File: config.mk
export PLATFORM = sky130hd
export DESIGN_NAME = fault_aggregation_signaling
export DESIGN_NICKNAME = d
export VERILOG_FILES = /design/src/hdl/fault_pkg.sv /design/src/hdl/fault_input_sync.sv /design/src/hdl/tone_period_timer.sv /design/src/hdl/fault_aggregation_signaling.sv
export SDC_FILE = /design/constraint.sdc
export NUM_CORES = 1
export LEC_CHECK = 0
export ABC_AREA = 1
export BUFFER_PORTS_ARGS = -buffer_cell sky130_fd_sc_hd__buf_2
export CORE_ASPECT_RATIO = 1.4
export CORE_MARGIN = 3
export CORE_UTILIZATION = 59
export DETAILED_ROUTE_END_ITERATION = 8
export PLACE_DENSITY_LB_ADDON = 0.25
export SLEW_MARGIN = 20
export SYNTH_ARGS = -nofsm -noshare
export SYNTH_HDL_FRONTEND = slang
export SYNTH_SLANG_ARGS = --single-unit
File: constraint.sdc
create_clock -name core_clk -period 2.27 [get_ports core_clk]
set_input_delay 0.227 -clock core_clk [delete_from_list [all_inputs] [get_ports core_clk]]
set_output_delay 0.227 -clock core_clk [all_outputs]
set_load 0.01 [all_outputs]
File: src/hdl/fault_pkg.sv
package fault_pkg;

  // ************************************************************
  // fault register geometry
  // ************************************************************
  localparam int NREG = 25;
  localparam int FW = 8;
  localparam int AW = 12;

  // status register indices
  localparam logic [4:0] IDX_PIN_INPUT = 5'h00;
  localparam logic [4:0] IDX_UNDERVOLTAGE = 5'h01;
  localparam logic [4:0] IDX_OVERVOLTAGE = 5'h02;
  localparam logic [4:0] IDX_UNDERTEMP = 5'h03;
  localparam logic [4:0] IDX_OVERTEMP = 5'h04;
  localparam logic [4:0] IDX_TONE_IF = 5'h05;
  localparam logic [4:0] IDX_HOST_PROTO = 5'h06;
  localparam logic [4:0] IDX_HOST_CMD_RX = 5'h07;
  localparam logic [4:0] IDX_HOST_RESP_RX = 5'h08;
  localparam logic [4:0] IDX_NVM = 5'h12;
  localparam logic [4:0] IDX_SUPPLY = 5'h13;
  localparam logic [4:0] IDX_VOLT_SELFTEST = 5'h17;
  localparam logic [4:0] IDX_TEMP_SELFTEST = 5'h18;

  // summary group membership, one bit per status register
  localparam logic [NREG-1:0] GRP_NVM = 25'h0040000;
  localparam logic [NREG-1:0] GRP_SYSTEM = 25'h0780000;
  localparam logic [NREG-1:0] GRP_LINK = 25'h003ffe0;
  localparam logic [NREG-1:0] GRP_TEMP = 25'h1000018;
  localparam logic [NREG-1:0] GRP_CELL = 25'h0800006;
  localparam logic [NREG-1:0] GRP_PIN = 25'h0000001;

  // summary bit positions
  localparam int SUM_NVM = 0;
  localparam int SUM_SYSTEM = 1;
  localparam int SUM_LINK = 2;
  localparam int SUM_TEMP = 3;
  localparam int SUM_CELL = 4;
  localparam int SUM_PIN = 5;
  localparam int SUM_W = 6;

  // ************************************************************
  // address map
  // ************************************************************
  localparam logic [AW-1:0] STAT_BASE = 12'h000;
  localparam logic [AW-1:0] RST_BASE = 12'h080;
  localparam logic [AW-1:0] MSK_BASE = 12'h100;
  localparam logic [AW-1:0] SUMMARY_ADDR = 12'h180;
  localparam logic [AW-1:0] CTRL_ADDR = 12'h184;

  // control register fields
  localparam int CTRL_ALERT_EN = 0;
  localparam int CTRL_TONE_EN = 1;
  localparam int CTRL_HB_EN = 2;
  localparam int CTRL_PIN_LEVEL = 3;
  localparam int CTRL_W = 3;
  localparam logic [CTRL_W-1:0] CTRL_RESET = 3'h0;
  localparam logic [FW-1:0] MASK_RESET = 8'h00;

  // ************************************************************
  // timing
  // ************************************************************
  localparam int CLK_KHZ = 40000;
  localparam int TONE_RETRY_US = 100;
  localparam int HB_PERIOD_US = 50;
  localparam int TONE_RETRY_CYC = TONE_RETRY_US * CLK_KHZ / 1000;
  localparam int HB_PERIOD_CYC = HB_PERIOD_US * CLK_KHZ / 1000;
  localparam int TW = 16;

  // ************************************************************
  // modes and states
  // ************************************************************
  typedef enum logic [1:0] {
    PWR_ACTIVE = 2'b00,
    PWR_SLEEP = 2'b01,
    PWR_SHUTDOWN = 2'b10
  } pwr_mode_t;

  typedef enum logic [1:0] {
    TONE_OFF = 2'b00,
    TONE_HEARTBEAT = 2'b01,
    TONE_FAULT = 2'b10
  } tone_state_t;

endpackage

File: src/hdl/fault_input_sync.sv
`timescale 1ns/1ps
module fault_input_sync
  import fault_pkg::*;
#(
  parameter int W = 1
)
(
  // clock and reset
  input wire logic core_clk,
  input wire logic nrst,
  // levels
  input wire logic [W-1:0] asyncIn,
  output logic [W-1:0] syncOut
);

  logic [W-1:0] stage_reg;
  logic [W-1:0] sync_reg;

  // two flops; the first is read by the second only
  always_ff @(posedge core_clk or negedge nrst)
  begin
    if (!nrst)
    begin
      stage_reg <= '0;
      sync_reg <= '0;
    end
    else
    begin
      stage_reg <= asyncIn;
      sync_reg <= stage_reg;
    end
  end

  assign syncOut = sync_reg;

endmodule

File: src/hdl/tone_period_timer.sv
`timescale 1ns/1ps
module tone_period_timer
  import fault_pkg::*;
(
  // clock and reset
  input wire logic core_clk,
  input wire logic nrst,
  // control
  input wire logic restart,
  input wire logic [TW-1:0] period,
  output logic tick
);

  logic [TW-1:0] count_reg;
  logic [TW-1:0] count_next;

  // wraps at period-1; restart lines it up with a state change
  assign tick = (count_reg == period - 16'h0001);
  assign count_next = (restart || tick) ? '0 : count_reg + 16'h0001;

  always_ff @(posedge core_clk or negedge nrst)
  begin
    if (!nrst)
      count_reg <= '0;
    else
      count_reg <= count_next;
  end

endmodule

File: src/hdl/fault_aggregation_signaling.sv
// Functional notes
// - status, reset and mask bit per fault
// - unmasked fault drives alert or fault tone
// - monitor faults in active and sleep
// - no fault monitoring during shutdown
// - summary shows only unmasked faults
// - nvm group ORs unmasked nvm bits
// - system group ORs supply and internal bits
// - link group ORs tone and port bits
// - temperature group ORs temperature fault bits
// - cell voltage group ORs voltage fault bits
// - pin group ORs pin input fault bits
// - host response rx status needs multidrop
// - status latches until reset bit clears
// - last clear releases alert, resumes heartbeat
// - reset ignored while condition still present
// - reset and mask registers mirror status
// - masked faults update status, not signalled
// - masking active fault releases the alert
// - only unmasked faults stop cell balancing
// - gather detector inputs into status registers
// - alert drives low only when enabled
// - stack repeats fault tone, stops heartbeat
`timescale 1ns/1ps
module fault_aggregation_signaling
  import fault_pkg::*;
(
  // clock and reset
  input wire logic core_clk,
  input wire logic nrst,
  // apb slave
  input wire logic [AW-1:0] paddr,
  input wire logic psel,
  input wire logic penable,
  input wire logic pwrite,
  input wire logic [31:0] pwdata,
  output logic [31:0] prdata,
  output logic pready,
  output logic pslverr,
  // fault detectors, asynchronous levels
  input wire logic [NREG*FW-1:0] faultIn,
  // device configuration from core logic
  input wire logic [1:0] pwrMode,
  input wire logic baseDevice,
  input wire logic multidrop,
  // open-drain alert pin
  input wire logic alertOutNIn,
  output logic alertOutN,
  output logic alertOutNOeN,
  // stack fault tone interface
  output logic faultTone,
  output logic heartbeatTone,
  // balancing and summary
  output logic balanceStop,
  output logic [SUM_W-1:0] faultSummary
);

  // ************************************************************
  // input synchronisers
  // ************************************************************
  logic [NREG*FW-1:0] faultSync;
  logic alertPinLow;

  fault_input_sync #(.W(NREG*FW)) u_fault_sync (
    .core_clk(core_clk),
    .nrst(nrst),
    .asyncIn(faultIn),
    .syncOut(faultSync)
  );

  // the pin idles high; syncing its inverse makes the reset value match idle
  fault_input_sync #(.W(1)) u_pin_sync (
    .core_clk(core_clk),
    .nrst(nrst),
    .asyncIn(~alertOutNIn),
    .syncOut(alertPinLow)
  );

  // ************************************************************
  // apb decode
  // ************************************************************
  logic [4:0] wordIdx;
  logic inLow;
  logic idxOk;
  logic hitStat;
  logic hitRst;
  logic hitMsk;
  logic hitSum;
  logic hitCtrl;
  logic setupPh;
  logic wrEn;
  logic slvErr;
  logic monitorOn;
  logic respInvalid;

  // status, reset and mask banks share the word index
  assign wordIdx = paddr[6:2];
  assign inLow = (paddr[AW-1:9] == 3'h0) && (paddr[1:0] == 2'h0);
  assign idxOk = (wordIdx < 5'(NREG));
  assign hitStat = inLow && idxOk && (paddr[8:7] == STAT_BASE[8:7]);
  assign hitRst = inLow && idxOk && (paddr[8:7] == RST_BASE[8:7]);
  assign hitMsk = inLow && idxOk && (paddr[8:7] == MSK_BASE[8:7]);
  assign hitSum = (paddr == SUMMARY_ADDR);
  assign hitCtrl = (paddr == CTRL_ADDR);
  assign slvErr = !(hitStat || hitRst || hitMsk || hitSum || hitCtrl);
  assign setupPh = psel && !penable;
  assign wrEn = psel && penable && pwrite;
  assign pready = 1'b1;

  // monitoring stops only in shutdown
  assign monitorOn = (pwr_mode_t'(pwrMode) != PWR_SHUTDOWN);
  assign respInvalid = !multidrop;

  // ************************************************************
  // fault register banks
  // ************************************************************
  logic [FW-1:0] statusReg [NREG];
  logic [FW-1:0] maskReg [NREG];
  logic [NREG-1:0] regAny;
  logic [NREG*FW-1:0] clrFlat;
  logic [NREG*FW-1:0] statusFlat;
  logic [NREG*FW-1:0] maskFlat;

  for (genvar i = 0; i < NREG; i++)
  begin : g_fault
    logic [FW-1:0] src;
    logic [FW-1:0] strobe;
    logic [FW-1:0] clear;
    logic [FW-1:0] status_next;
    logic [FW-1:0] mask_next;
    logic [FW-1:0] live;
    logic hitThis;

    assign src = faultSync[i*FW +: FW];
    assign hitThis = (wordIdx == 5'(i));
    // a reset write is a one-cycle strobe, never stored
    assign strobe = (wrEn && hitRst && hitThis) ? pwdata[FW-1:0] : '0;
    // a bit whose condition is still present refuses the clear
    assign clear = strobe & ~src;
    // a new event wins over a clear in the same cycle
    assign status_next = (statusReg[i] & ~clear) | (src & {FW{monitorOn}});
    assign mask_next = (wrEn && hitMsk && hitThis) ? pwdata[FW-1:0] : maskReg[i];
    // masked bits keep updating status but leave signalling
    assign live = (respInvalid && (i == IDX_HOST_RESP_RX)) ? '0 : statusReg[i] & ~maskReg[i];
    assign regAny[i] = |live;
    assign clrFlat[i*FW +: FW] = clear;
    assign statusFlat[i*FW +: FW] = statusReg[i];
    assign maskFlat[i*FW +: FW] = maskReg[i];

    // two stored bits per source: status and mask; the reset strobe is not stored
    always_ff @(posedge core_clk or negedge nrst)
    begin
      if (!nrst)
      begin
        statusReg[i] <= '0;
        maskReg[i] <= MASK_RESET;
      end
      else
      begin
        statusReg[i] <= status_next;
        maskReg[i] <= mask_next;
      end
    end
  end

  // ************************************************************
  // summary groups
  // ************************************************************
  logic [SUM_W-1:0] summary;
  logic anyUnmasked;

  // each group ORs only the unmasked bits of its registers
  assign summary[SUM_NVM] = |(regAny & GRP_NVM);
  assign summary[SUM_SYSTEM] = |(regAny & GRP_SYSTEM);
  assign summary[SUM_LINK] = |(regAny & GRP_LINK);
  assign summary[SUM_TEMP] = |(regAny & GRP_TEMP);
  assign summary[SUM_CELL] = |(regAny & GRP_CELL);
  assign summary[SUM_PIN] = |(regAny & GRP_PIN);
  assign anyUnmasked = |summary;

  // ************************************************************
  // control register and read path
  // ************************************************************
  logic [CTRL_W-1:0] ctrlReg;
  logic [CTRL_W-1:0] ctrlNext;
  logic [FW-1:0] statRead;
  logic [31:0] rdData;
  logic [31:0] prdataReg;
  logic pslverrReg;

  assign ctrlNext = (wrEn && hitCtrl) ? pwdata[CTRL_W-1:0] : ctrlReg;
  // invalid host response status reads as zero outside multidrop
  assign statRead = (respInvalid && wordIdx == IDX_HOST_RESP_RX) ? '0 : statusReg[wordIdx];
  // reset bank always reads zero
  assign rdData = hitStat ? {24'h0, statRead} :
                  hitMsk ? {24'h0, maskReg[wordIdx]} :
                  hitSum ? {26'h0, summary} :
                  hitCtrl ? {28'h0, ~alertPinLow, ctrlReg} : 32'h0;

  // read data is caught in setup so access completes with no wait
  always_ff @(posedge core_clk or negedge nrst)
  begin
    if (!nrst)
    begin
      ctrlReg <= CTRL_RESET;
      prdataReg <= '0;
      pslverrReg <= 1'b0;
    end
    else
    begin
      ctrlReg <= ctrlNext;
      prdataReg <= setupPh ? (pwrite ? 32'h0 : rdData) : prdataReg;
      pslverrReg <= setupPh ? slvErr : pslverrReg;
    end
  end

  assign prdata = prdataReg;
  assign pslverr = pslverrReg;

  // ************************************************************
  // alert pin and balancing
  // ************************************************************
  logic alertOeNReg;
  logic balanceReg;
  logic alertDrive;

  // open drain: only ever pulls low, and only when enabled
  assign alertDrive = baseDevice && ctrlReg[CTRL_ALERT_EN] && anyUnmasked;

  always_ff @(posedge core_clk or negedge nrst)
  begin
    if (!nrst)
    begin
      alertOeNReg <= 1'b1;
      balanceReg <= 1'b0;
    end
    else
    begin
      alertOeNReg <= !alertDrive;
      balanceReg <= anyUnmasked;
    end
  end

  assign alertOutN = 1'b0;
  assign alertOutNOeN = alertOeNReg;
  assign balanceStop = balanceReg;
  assign faultSummary = summary;

  // ************************************************************
  // stack tone sequencer
  // ************************************************************
  tone_state_t toneReg;
  tone_state_t toneNext;
  logic toneRestart;
  logic toneTick;
  logic [TW-1:0] tonePeriod;
  logic faultToneReg;
  logic hbToneReg;

  // fault tone beats heartbeat; heartbeat resumes once cleared or masked
  always_comb
  begin
    if (baseDevice || !monitorOn)
      toneNext = TONE_OFF;
    else if (anyUnmasked && ctrlReg[CTRL_TONE_EN])
      toneNext = TONE_FAULT;
    else if (ctrlReg[CTRL_HB_EN])
      toneNext = TONE_HEARTBEAT;
    else
      toneNext = TONE_OFF;
  end

  assign toneRestart = (toneNext != toneReg);
  assign tonePeriod = (toneReg == TONE_FAULT) ? TW'(TONE_RETRY_CYC) : TW'(HB_PERIOD_CYC);

  tone_period_timer u_tone_timer (
    .core_clk(core_clk),
    .nrst(nrst),
    .restart(toneRestart),
    .period(tonePeriod),
    .tick(toneTick)
  );

  // first tone on entry, then one per period
  always_ff @(posedge core_clk or negedge nrst)
  begin
    if (!nrst)
    begin
      toneReg <= TONE_OFF;
      faultToneReg <= 1'b0;
      hbToneReg <= 1'b0;
    end
    else
    begin
      toneReg <= toneNext;
      faultToneReg <= (toneNext == TONE_FAULT) && (toneRestart || toneTick);
      hbToneReg <= (toneNext == TONE_HEARTBEAT) && (toneRestart || toneTick);
    end
  end

  assign faultTone = faultToneReg;
  assign heartbeatTone = hbToneReg;
endmodule

==> results of run 1 <==
-- power groups by stage --
stage          sequential, mW  combinational, mW  clock, mW
2_1_floorplan            15.8              0.814          0
3_3_place_gp             15.8               2.00          0
3_5_place_dp             15.9               2.04          0
4_1_cts                  15.6               2.33       12.9
5_1_grt                  15.6               2.58       13.6
6_report                 15.6               2.41       12.9
-- synth_stat cells (all sizes together) --
master | instances | area (um^2)
a21oi | 12 | 63.81
dfstp | 1 | 26.28
xnor2 | 5 | 43.79
nand3 | 40 | 205.2
nand2 | 889 | 3507
dfrtp | 835 | 20900
clkbuf | 99 | 371.6
a221oi | 10 | 87.58
o22ai | 134 | 838.3
inv | 367 | 1378
ha | 1 | 12.51
o221ai | 27 | 236.5
o21bai | 3 | 22.52
a31oi | 4 | 25.02
nor4 | 3 | 33.78
nor3b | 1 | 7.510
and3 | 4 | 25.02
buf | 75 | 478.0
nor2 | 116 | 461.7
xor2 | 8 | 70.07
o31ai | 81 | 608.1
conb | 2 | 7.510
or2 | 1 | 6.260
nor3 | 135 | 675.7
o2111ai | 2 | 17.52
o21ai | 428 | 2142
nand4 | 30 | 187.7
o211ai | 6 | 45.04
a22oi | 26 | 195.2
nand3b | 1 | 7.510
-- metal layers --
| metal | share of wire | vias up |
|---|---|---|
| li1 | - | 12390 |
| met1 | 0.36 | 13650 |
| met2 | 0.49 | 1596 |
| met3 | 0.076 | 479 |
| met4 | 0.075 | 2 |
| met5 | 0.000090 | - |
-- final cells by class --
cell class                 instances  area [um^2]  share of cell area
inverter                         367         1380             0.03296
clock buffer                     102         2185             0.05217
clock inverter                    34        301.5            0.007202
timing repair buffer             789         6329              0.1511
sequential                       836        20920              0.4997
multi-input combinational       1993         9851              0.2353
tap                              721        902.1             0.02154
antenna                            1        2.502          0.00005976
-- worst max path at each step --
| stage | from | to | depth (start not counted) |
|---|---|---|---|
| finish | statusFlat[99]$_DFF_PN0_ | faultSummary[2] | 10 |
| global route | statusFlat[120]$_DFF_PN0_ | u_tone_timer.count_reg[13]$_DFF_PN0_ | 17 |
| CTS | maskFlat[120]$_DFFE_PN0P_ | faultSummary[2] | 9 |
| detailed placement | paddr[2] | prdata[2]$_DFFE_PN0P_ | 13 |
| global placement | paddr[2] | prdata[2]$_DFFE_PN0P_ | 13 |
| floorplan | u_tone_timer.count_reg[0]$_DFF_PN0_ | u_tone_timer.count_reg[14]$_DFF_PN0_ | 11 |
-- stage by stage --
step	instances	hold WS (ns)	cell area, um^2	setup TNS (ns)
floorplan	3370	-0.06859	32770	0
global placement	4477	0.1408	36880	-0.9447
detailed placement	4477	0.1431	36880	-1.337
CTS	4823	0.03893	41550	-0.06760
global route	4843	0.08474	41870	-2.087
finish	4843	0.06972	41870	-0.1469
-- timing repair --
action / 4_1_cts / 5_1_grt
cloned: 0 / 1
endpoints found under the setup margin: 21 / 23
setup buffers: 7 / 17
hold buffers: 203 / 0
hold endpoints to repair: 412 / 0
gates resized for setup: 32 / 50
pin swaps: 9 / 22
-- kinds of logic after synthesis --
family / count (synthesis) / synth area share
xor+xnor: 13 / 0.003484
flops: 836 / 0.6402
fa+ha+maj: 1 / 0.0003828
compound gates: 733 / 0.1310
other cells: 2 / 0.0002298
buf+inv: 541 / 0.06815
simple gates: 1220 / 0.1566
-- critical path: cells and delay by family (launching register included) --
kind                   cells  cell delay [ns]
buffers and inverters      3             0.38
and+or+nand+nor            7             0.68
DFF                        1             0.41
==> summary.txt, run 1 <==
Finish
  – Layout area overhead: 28.12%
  – Filler cells: about 3.5k
  – Nets: 4,319
  – Final design utilization: 0.7688
  – Share of layout cells above drive strength 1: 0.1983
  – Most frequent cells in the layout: 838 x nand2_1, 835 x dfrtp_1, 405 x o21ai_0
  – Commonest non-fill, non-tap cell in the layout: nand2_1

Global routing
  – Initial antenna violation count: 3
  – M3 GR Usage: 0.06140
  – Largest net degree at the start of global routing: around 120
  – Total Routing Usage GR: 0.3839
  – Met2 usage: 0.6367
  – First-pass GRT wire length: 167,900 um
  – Layer with the highest usage: met2
  – Vias in the first global route: 29.38k
  – Met1 Usage GRT: 0.4676
  – Grt ovf: 0

Synth
  – Mapped Area: approximately 33,000 um^2
  – Syn_area_per_cell: a little under 10 um^2
  – Post-synthesis sequential area ratio: 0.6402
  – #FFs+latches synth: between 800 and 900
  – Post-synth cell types: 44
  – Warnings, synthesis: 0
  – Syn Inst Count: about 3.3k

Drt
  – Via/cell ratio: approximately 5.8
  – Total length of routed wires: approximately 110,000 um
  – Initial drt markers: between 2k and 3k
  – DRC: 0
  – Routed length per instance: 22.98 um
  – Vias post-DR: between 20k and 30k
  – ANT nets after route: 0
  – Pre-antenna DRT Iters: 6

Clock tree
  – TritonCTS buffer count: 77
  – Clock root cell: clkbuf_16
  – Register clock-pin slew on the reported worst setup and hold paths: ~0.070 ns
  – Clk_lat worst skew: between 0.6 and 0.7 ns
  – CTS sink cnt: ~840
  – TritonCTS clock tree: yes
  – Htree depth: 3
  – CTS max path bufs: 3

Placement
  – Pre-CTS setup slack: -0.1112 ns
  – DPL Wire Length: 71,860 um
  – GP Congestion: ~0.99
  – PortBufs: 248

Pwr
  – Psw: about 7.5 mW
  – Peak VDD IR: about 0.76 mV
  – Int Power: 23.41 mW
  – Reg power frac: 0.505
  – Leak pwr: around 21 nW
  – Overall Power: between 30 and 40 mW
  – PwrDens: ~740 nW/um^2
  – Clock power share: 0.417
  – Power share of the combinational group: 0.078
  – Switching share of power: 0.2425

Floorplan
  – Die height: approximately 280 um
  – Die area: roughly 60,000 um^2
  – # IOs: around 300
  – FP Rows: just over 100
  – Initial core utilization: 0.6000
  – Core Box Area: 54,470 um^2
  – Die Wd: a little over 200 um

Job
  – Max Cap Viol: 0

STA
  – Slew Limit Headroom: 0.2408
  – Period utilisation layout: 1.030
  – Final Max Tran Viols: 0
  – Clk_skew: roughly 0.026 ns
  – RSZ-0062 raised after global routing: true
  – Final setup fails: 10
  – Final min period: about 2.3 ns
  – Peak Freq: between 0.4 and 0.5 GHz
  – Actual slew at the worst max-slew pin: roughly 1.1 ns
  – Final Worst Setup Slack: -0.06867 ns
  – Final Hold Fails: 0

Setup path
  – Critical path type: flip-flop to primary output
  – CP arrival: about 2.1 ns
  – FF-to-FF setup slack: -0.02 ns
  – Critical path, cell by cell: nand2_1 > nand2_1 > inv_1 > nand2_1 > nor2_1 > buf_4 > nand3_4 > nor2_4 > nand3_4 > buf_6
  – R2R Path End: u_tone_timer.count_reg[5]$_DFF_PN0_
  – Reg-to-reg critical path startpoint: statusFlat[120]$_DFF_PN0_
  – Critical Path End Type: primary output
  – Worst Reg2Reg Path Length in Cells: 17
  – WP data required: just over 2 ns
  – Worst Path Max Fanout: 2
  – CP max-delay cell: dfrtp_1
  – Critical path launch point type: flip-flop
  – CP most frequent cell: nand2_1
  – Crit-path max cell delay: 0.41 ns

Worst hold path
  – Type of the worst min-delay path: input port to async pin

Status
  – Failing checks: setup timing
  – Status: finished with violations
Note: power is estimated with default switching activity, not from simulation.
==> inputs of run 2 (changes only) <==
CORE_UTILIZATION = 38   (was 59)
==> run 2 against run 1 <==
Against the previous run: the run still ends with setup timing left; flip-flop and latch count did not move; clock power rose by 13%; sequential share of layout area fell by 1.8 points; cell area rose by 3.6%; die area rose by 54%; maximum frequency fell by 0.58%; clock skew fell by 0.0056 ns; total power rose by 5.4%; cell count rose by 9.5%; setup slack got worse by 0.014 ns; largest cell class unchanged.
==> summary.txt, run 2 (synthesis gave the netlist of run 1 again) <==
Status
  – Status: finished with violations (unchanged)
  – Failing checks: setup timing (unchanged)

Finish
  – Share of layout cells above drive strength 1: 0.2220 (was 0.1983)
  – Final design utilization: 0.5117 (was 0.7688)
  – Nets: 4,404 (was 4,319)
  – Final instance area: 43,400 um^2 (was 41,870 um^2)
  – Layout area overhead: 32.79% (was 28.12%)
  – Commonest non-fill, non-tap cell in the layout: nand2_1 (unchanged)
  – Non-Filler Instances: 5,301 (was 4,843)
  – Most frequent cells in the layout: 836 x nand2_1, 835 x dfrtp_1, 405 x o21ai_0 (was 838 x nand2_1, 835 x dfrtp_1, 405 x o21ai_0)
  – Filler cells: 7,704 (was 3,506)

Pwr
  – Peak VDD IR: 0.5906 mV (was 0.7600 mV)
  – Overall Power: 32.57 mW (was 30.90 mW)
  – Leak pwr: 21.23 nW (was 20.58 nW)
  – PwrDens: 750.5 nW/um^2 (was 738.0 nW/um^2)

Placement
  – GP Congestion: 0.9415 (was 0.9865)
  – DPL Wire Length: 76,750 um (was 71,860 um)
  – Placed Area: 37,960 um^2 (was 36,880 um^2)
  – PortBufs: 248 (unchanged)
  – Pre-CTS setup slack: -0.2102 ns (was -0.1112 ns)
  – Placed cells: 4,924 (was 4,477)

Floorplan
  – # IOs: 299 (unchanged)
  – Die height: 353.0 um (was 284.5 um)
  – Initial core utilization: 0.3853 (was 0.6000)
  – Die Wd: 253.9 um (was 204.9 um)
  – FP Rows: 126 (was 101)
  – Die area: 89,610 um^2 (was 58,290 um^2)
  – Core Box Area: 84,820 um^2 (was 54,470 um^2)

Job
  – Max Cap Viol: 0 (unchanged)

STA
  – Final min period: 2.352 ns (was 2.339 ns)
  – Final Hold Fails: 0 (unchanged)
  – Final Worst Setup Slack: -0.08234 ns (was -0.06867 ns)
  – Hold slack final: 0.1174 ns (was 0.06972 ns)
  – RSZ-0062 raised after global routing: true (unchanged)
  – Peak Freq: 0.4251 GHz (was 0.4276 GHz)
  – Setup TNS: -0.3709 ns (was -0.1469 ns)
  – Period utilisation layout: 1.036 (was 1.030)
  – Final Max Tran Viols: 0 (unchanged)
  – Actual slew at the worst max-slew pin: 0.6053 ns (was 1.139 ns)
  – Clk_skew: 0.02036 ns (was 0.02595 ns)
  – Final setup fails: 11 (was 10)
  – Slew Limit Headroom: 0.5922 (was 0.2408)

Drt
  – Initial drt markers: 2,059 (was 2,871)
  – Total length of routed wires: 110,100 um (was 111,300 um)
  – Vias post-DR: 26.73k (was 28.12k)
  – DRC: 0 (unchanged)
  – ANT nets after route: 0 (unchanged)
  – Routed length per instance: 20.78 um (was 22.98 um)
  – Pre-antenna DRT Iters: 6 (unchanged)
  – Via/cell ratio: 5.042 (was 5.805)

Clock tree
  – CTS sink cnt: 836 (unchanged)
  – Htree depth: 3 (unchanged)
  – Clk_lat worst skew: 0.66 ns (was 0.64 ns)
  – TritonCTS clock tree: yes (unchanged)
  – Clock root cell: clkbuf_16 (unchanged)
  – CTS max path bufs: 3 (unchanged)
  – Register clock-pin slew on the reported worst setup and hold paths: 0.07 ns (about the same)
  – TritonCTS buffer count: 84 (was 77)

Worst hold path
  – Type of the worst min-delay path: input port to async pin (unchanged)

Global routing
  – Grt ovf: 0 (unchanged)
  – Vias in the first global route: 27.49k (was 29.38k)
  – Largest net degree at the start of global routing: 84 (was 121)
  – First-pass GRT wire length: 165,200 um (was 167,900 um)
  – Total Routing Usage GR: 0.2465 (was 0.3839)
  – Initial antenna violation count: 3 (unchanged)

Setup path
  – Critical path type: flip-flop to primary output (unchanged)
  – Critical Path End Type: primary output (unchanged)
  – Crit-path max cell delay: 0.40 ns (was 0.41 ns)
  – CP arrival: 2.13 ns (was 2.11 ns)
  – Critical path, cell by cell: inv_1 > nand2_1 > nand2_1 > inv_2 > nand2_2 > nor2_4 > nand2_2 > buf_6 > nor3_4 > buf_6 > inv_2 > buf_6 (was nand2_1 > nand2_1 > inv_1 > nand2_1 > nor2_1 > buf_4 > nand3_4 > nor2_4 > nand3_4 > buf_6)
  – CP max-delay cell: dfrtp_1 (unchanged)
  – WP data required: 2.04 ns (about the same)
  – Worst Path Max Fanout: 2 (unchanged)
  – CP most frequent cell: buf_6 (was nand2_1)
  – Critical path launch point type: flip-flop (unchanged)
[run 2: path summary, 6_finish.rpt]
path	cells after the start	endpoint	startpoint	slack, ns
max	12	faultSummary[3]	maskFlat[35]$_DFFE_PN0P_	-0.08
max in group asynchronous	4	alertOutNOeN$_DFF_PN1_	nrst	1.18
min	2	statusFlat[93]$_DFF_PN0_	nrst	0.12
min reg2reg	0	u_fault_sync.syncOut[69]$_DFF_PN0_	u_fault_sync.stage_reg[69]$_DFF_PN0_	0.34
min in group core_clk	4	maskFlat[177]$_DFFE_PN0P_	pwdata[1]	0.12
max reg2reg	20	u_tone_timer.count_reg[2]$_DFF_PN0_	maskFlat[35]$_DFFE_PN0P_	-0.03
[run 2: per-layer routing]
layer,share of wire,global-route usage,up-vias
met5,0.00025,0,-
met4,0.054,0.1252,4
met3,0.051,0.03374,269
met2,0.49,0.4185,917
met1,0.40,0.3070,12970
li1,-,-,12570
[run 2: critical path: cells and delay by family, from the launching register on]
| kind | cells | cell delay (ns) |
|---|---|---|
| buffers and inverters | 6 | 0.52 |
| flip-flops | 1 | 0.40 |
| AND/OR/NAND/NOR | 6 | 0.56 |
[run 2: area by class of cell]
cell class	instances	area, um^2	share of cell area
clock inverter	44	520.5	0.01199
clock buffer	105	2374	0.05469
timing repair buffer	867	6928	0.1596
antenna	1	2.502	0.00005766
multi-input combinational	1993	9907	0.2283
tap	1088	1361	0.03137
sequential	836	20920	0.4821
inverter	367	1383	0.03186
[run 2: what timing repair did]
| action | in CTS | in global routing |
|---|---|---|
| buffers inserted | 13 | 14 |
| gates cloned | 0 | 1 |
| gates resized for setup | 51 | 54 |
| hold buffers | 204 | 0 |
| setup endpoints to repair | 22 | 25 |
| hold endpoints to repair | 795 | 0 |
| pin swaps | 25 | 40 |
[run 2: report_power, final]
group / total (mW) / switching [mW] / internal, mW
clock: 14.6 / 6.11 / 8.48
combinational: 2.39 / 1.44 / 0.953
sequential: 15.6 / 0.263 / 15.3
total: 32.6 / 7.81 / 24.8
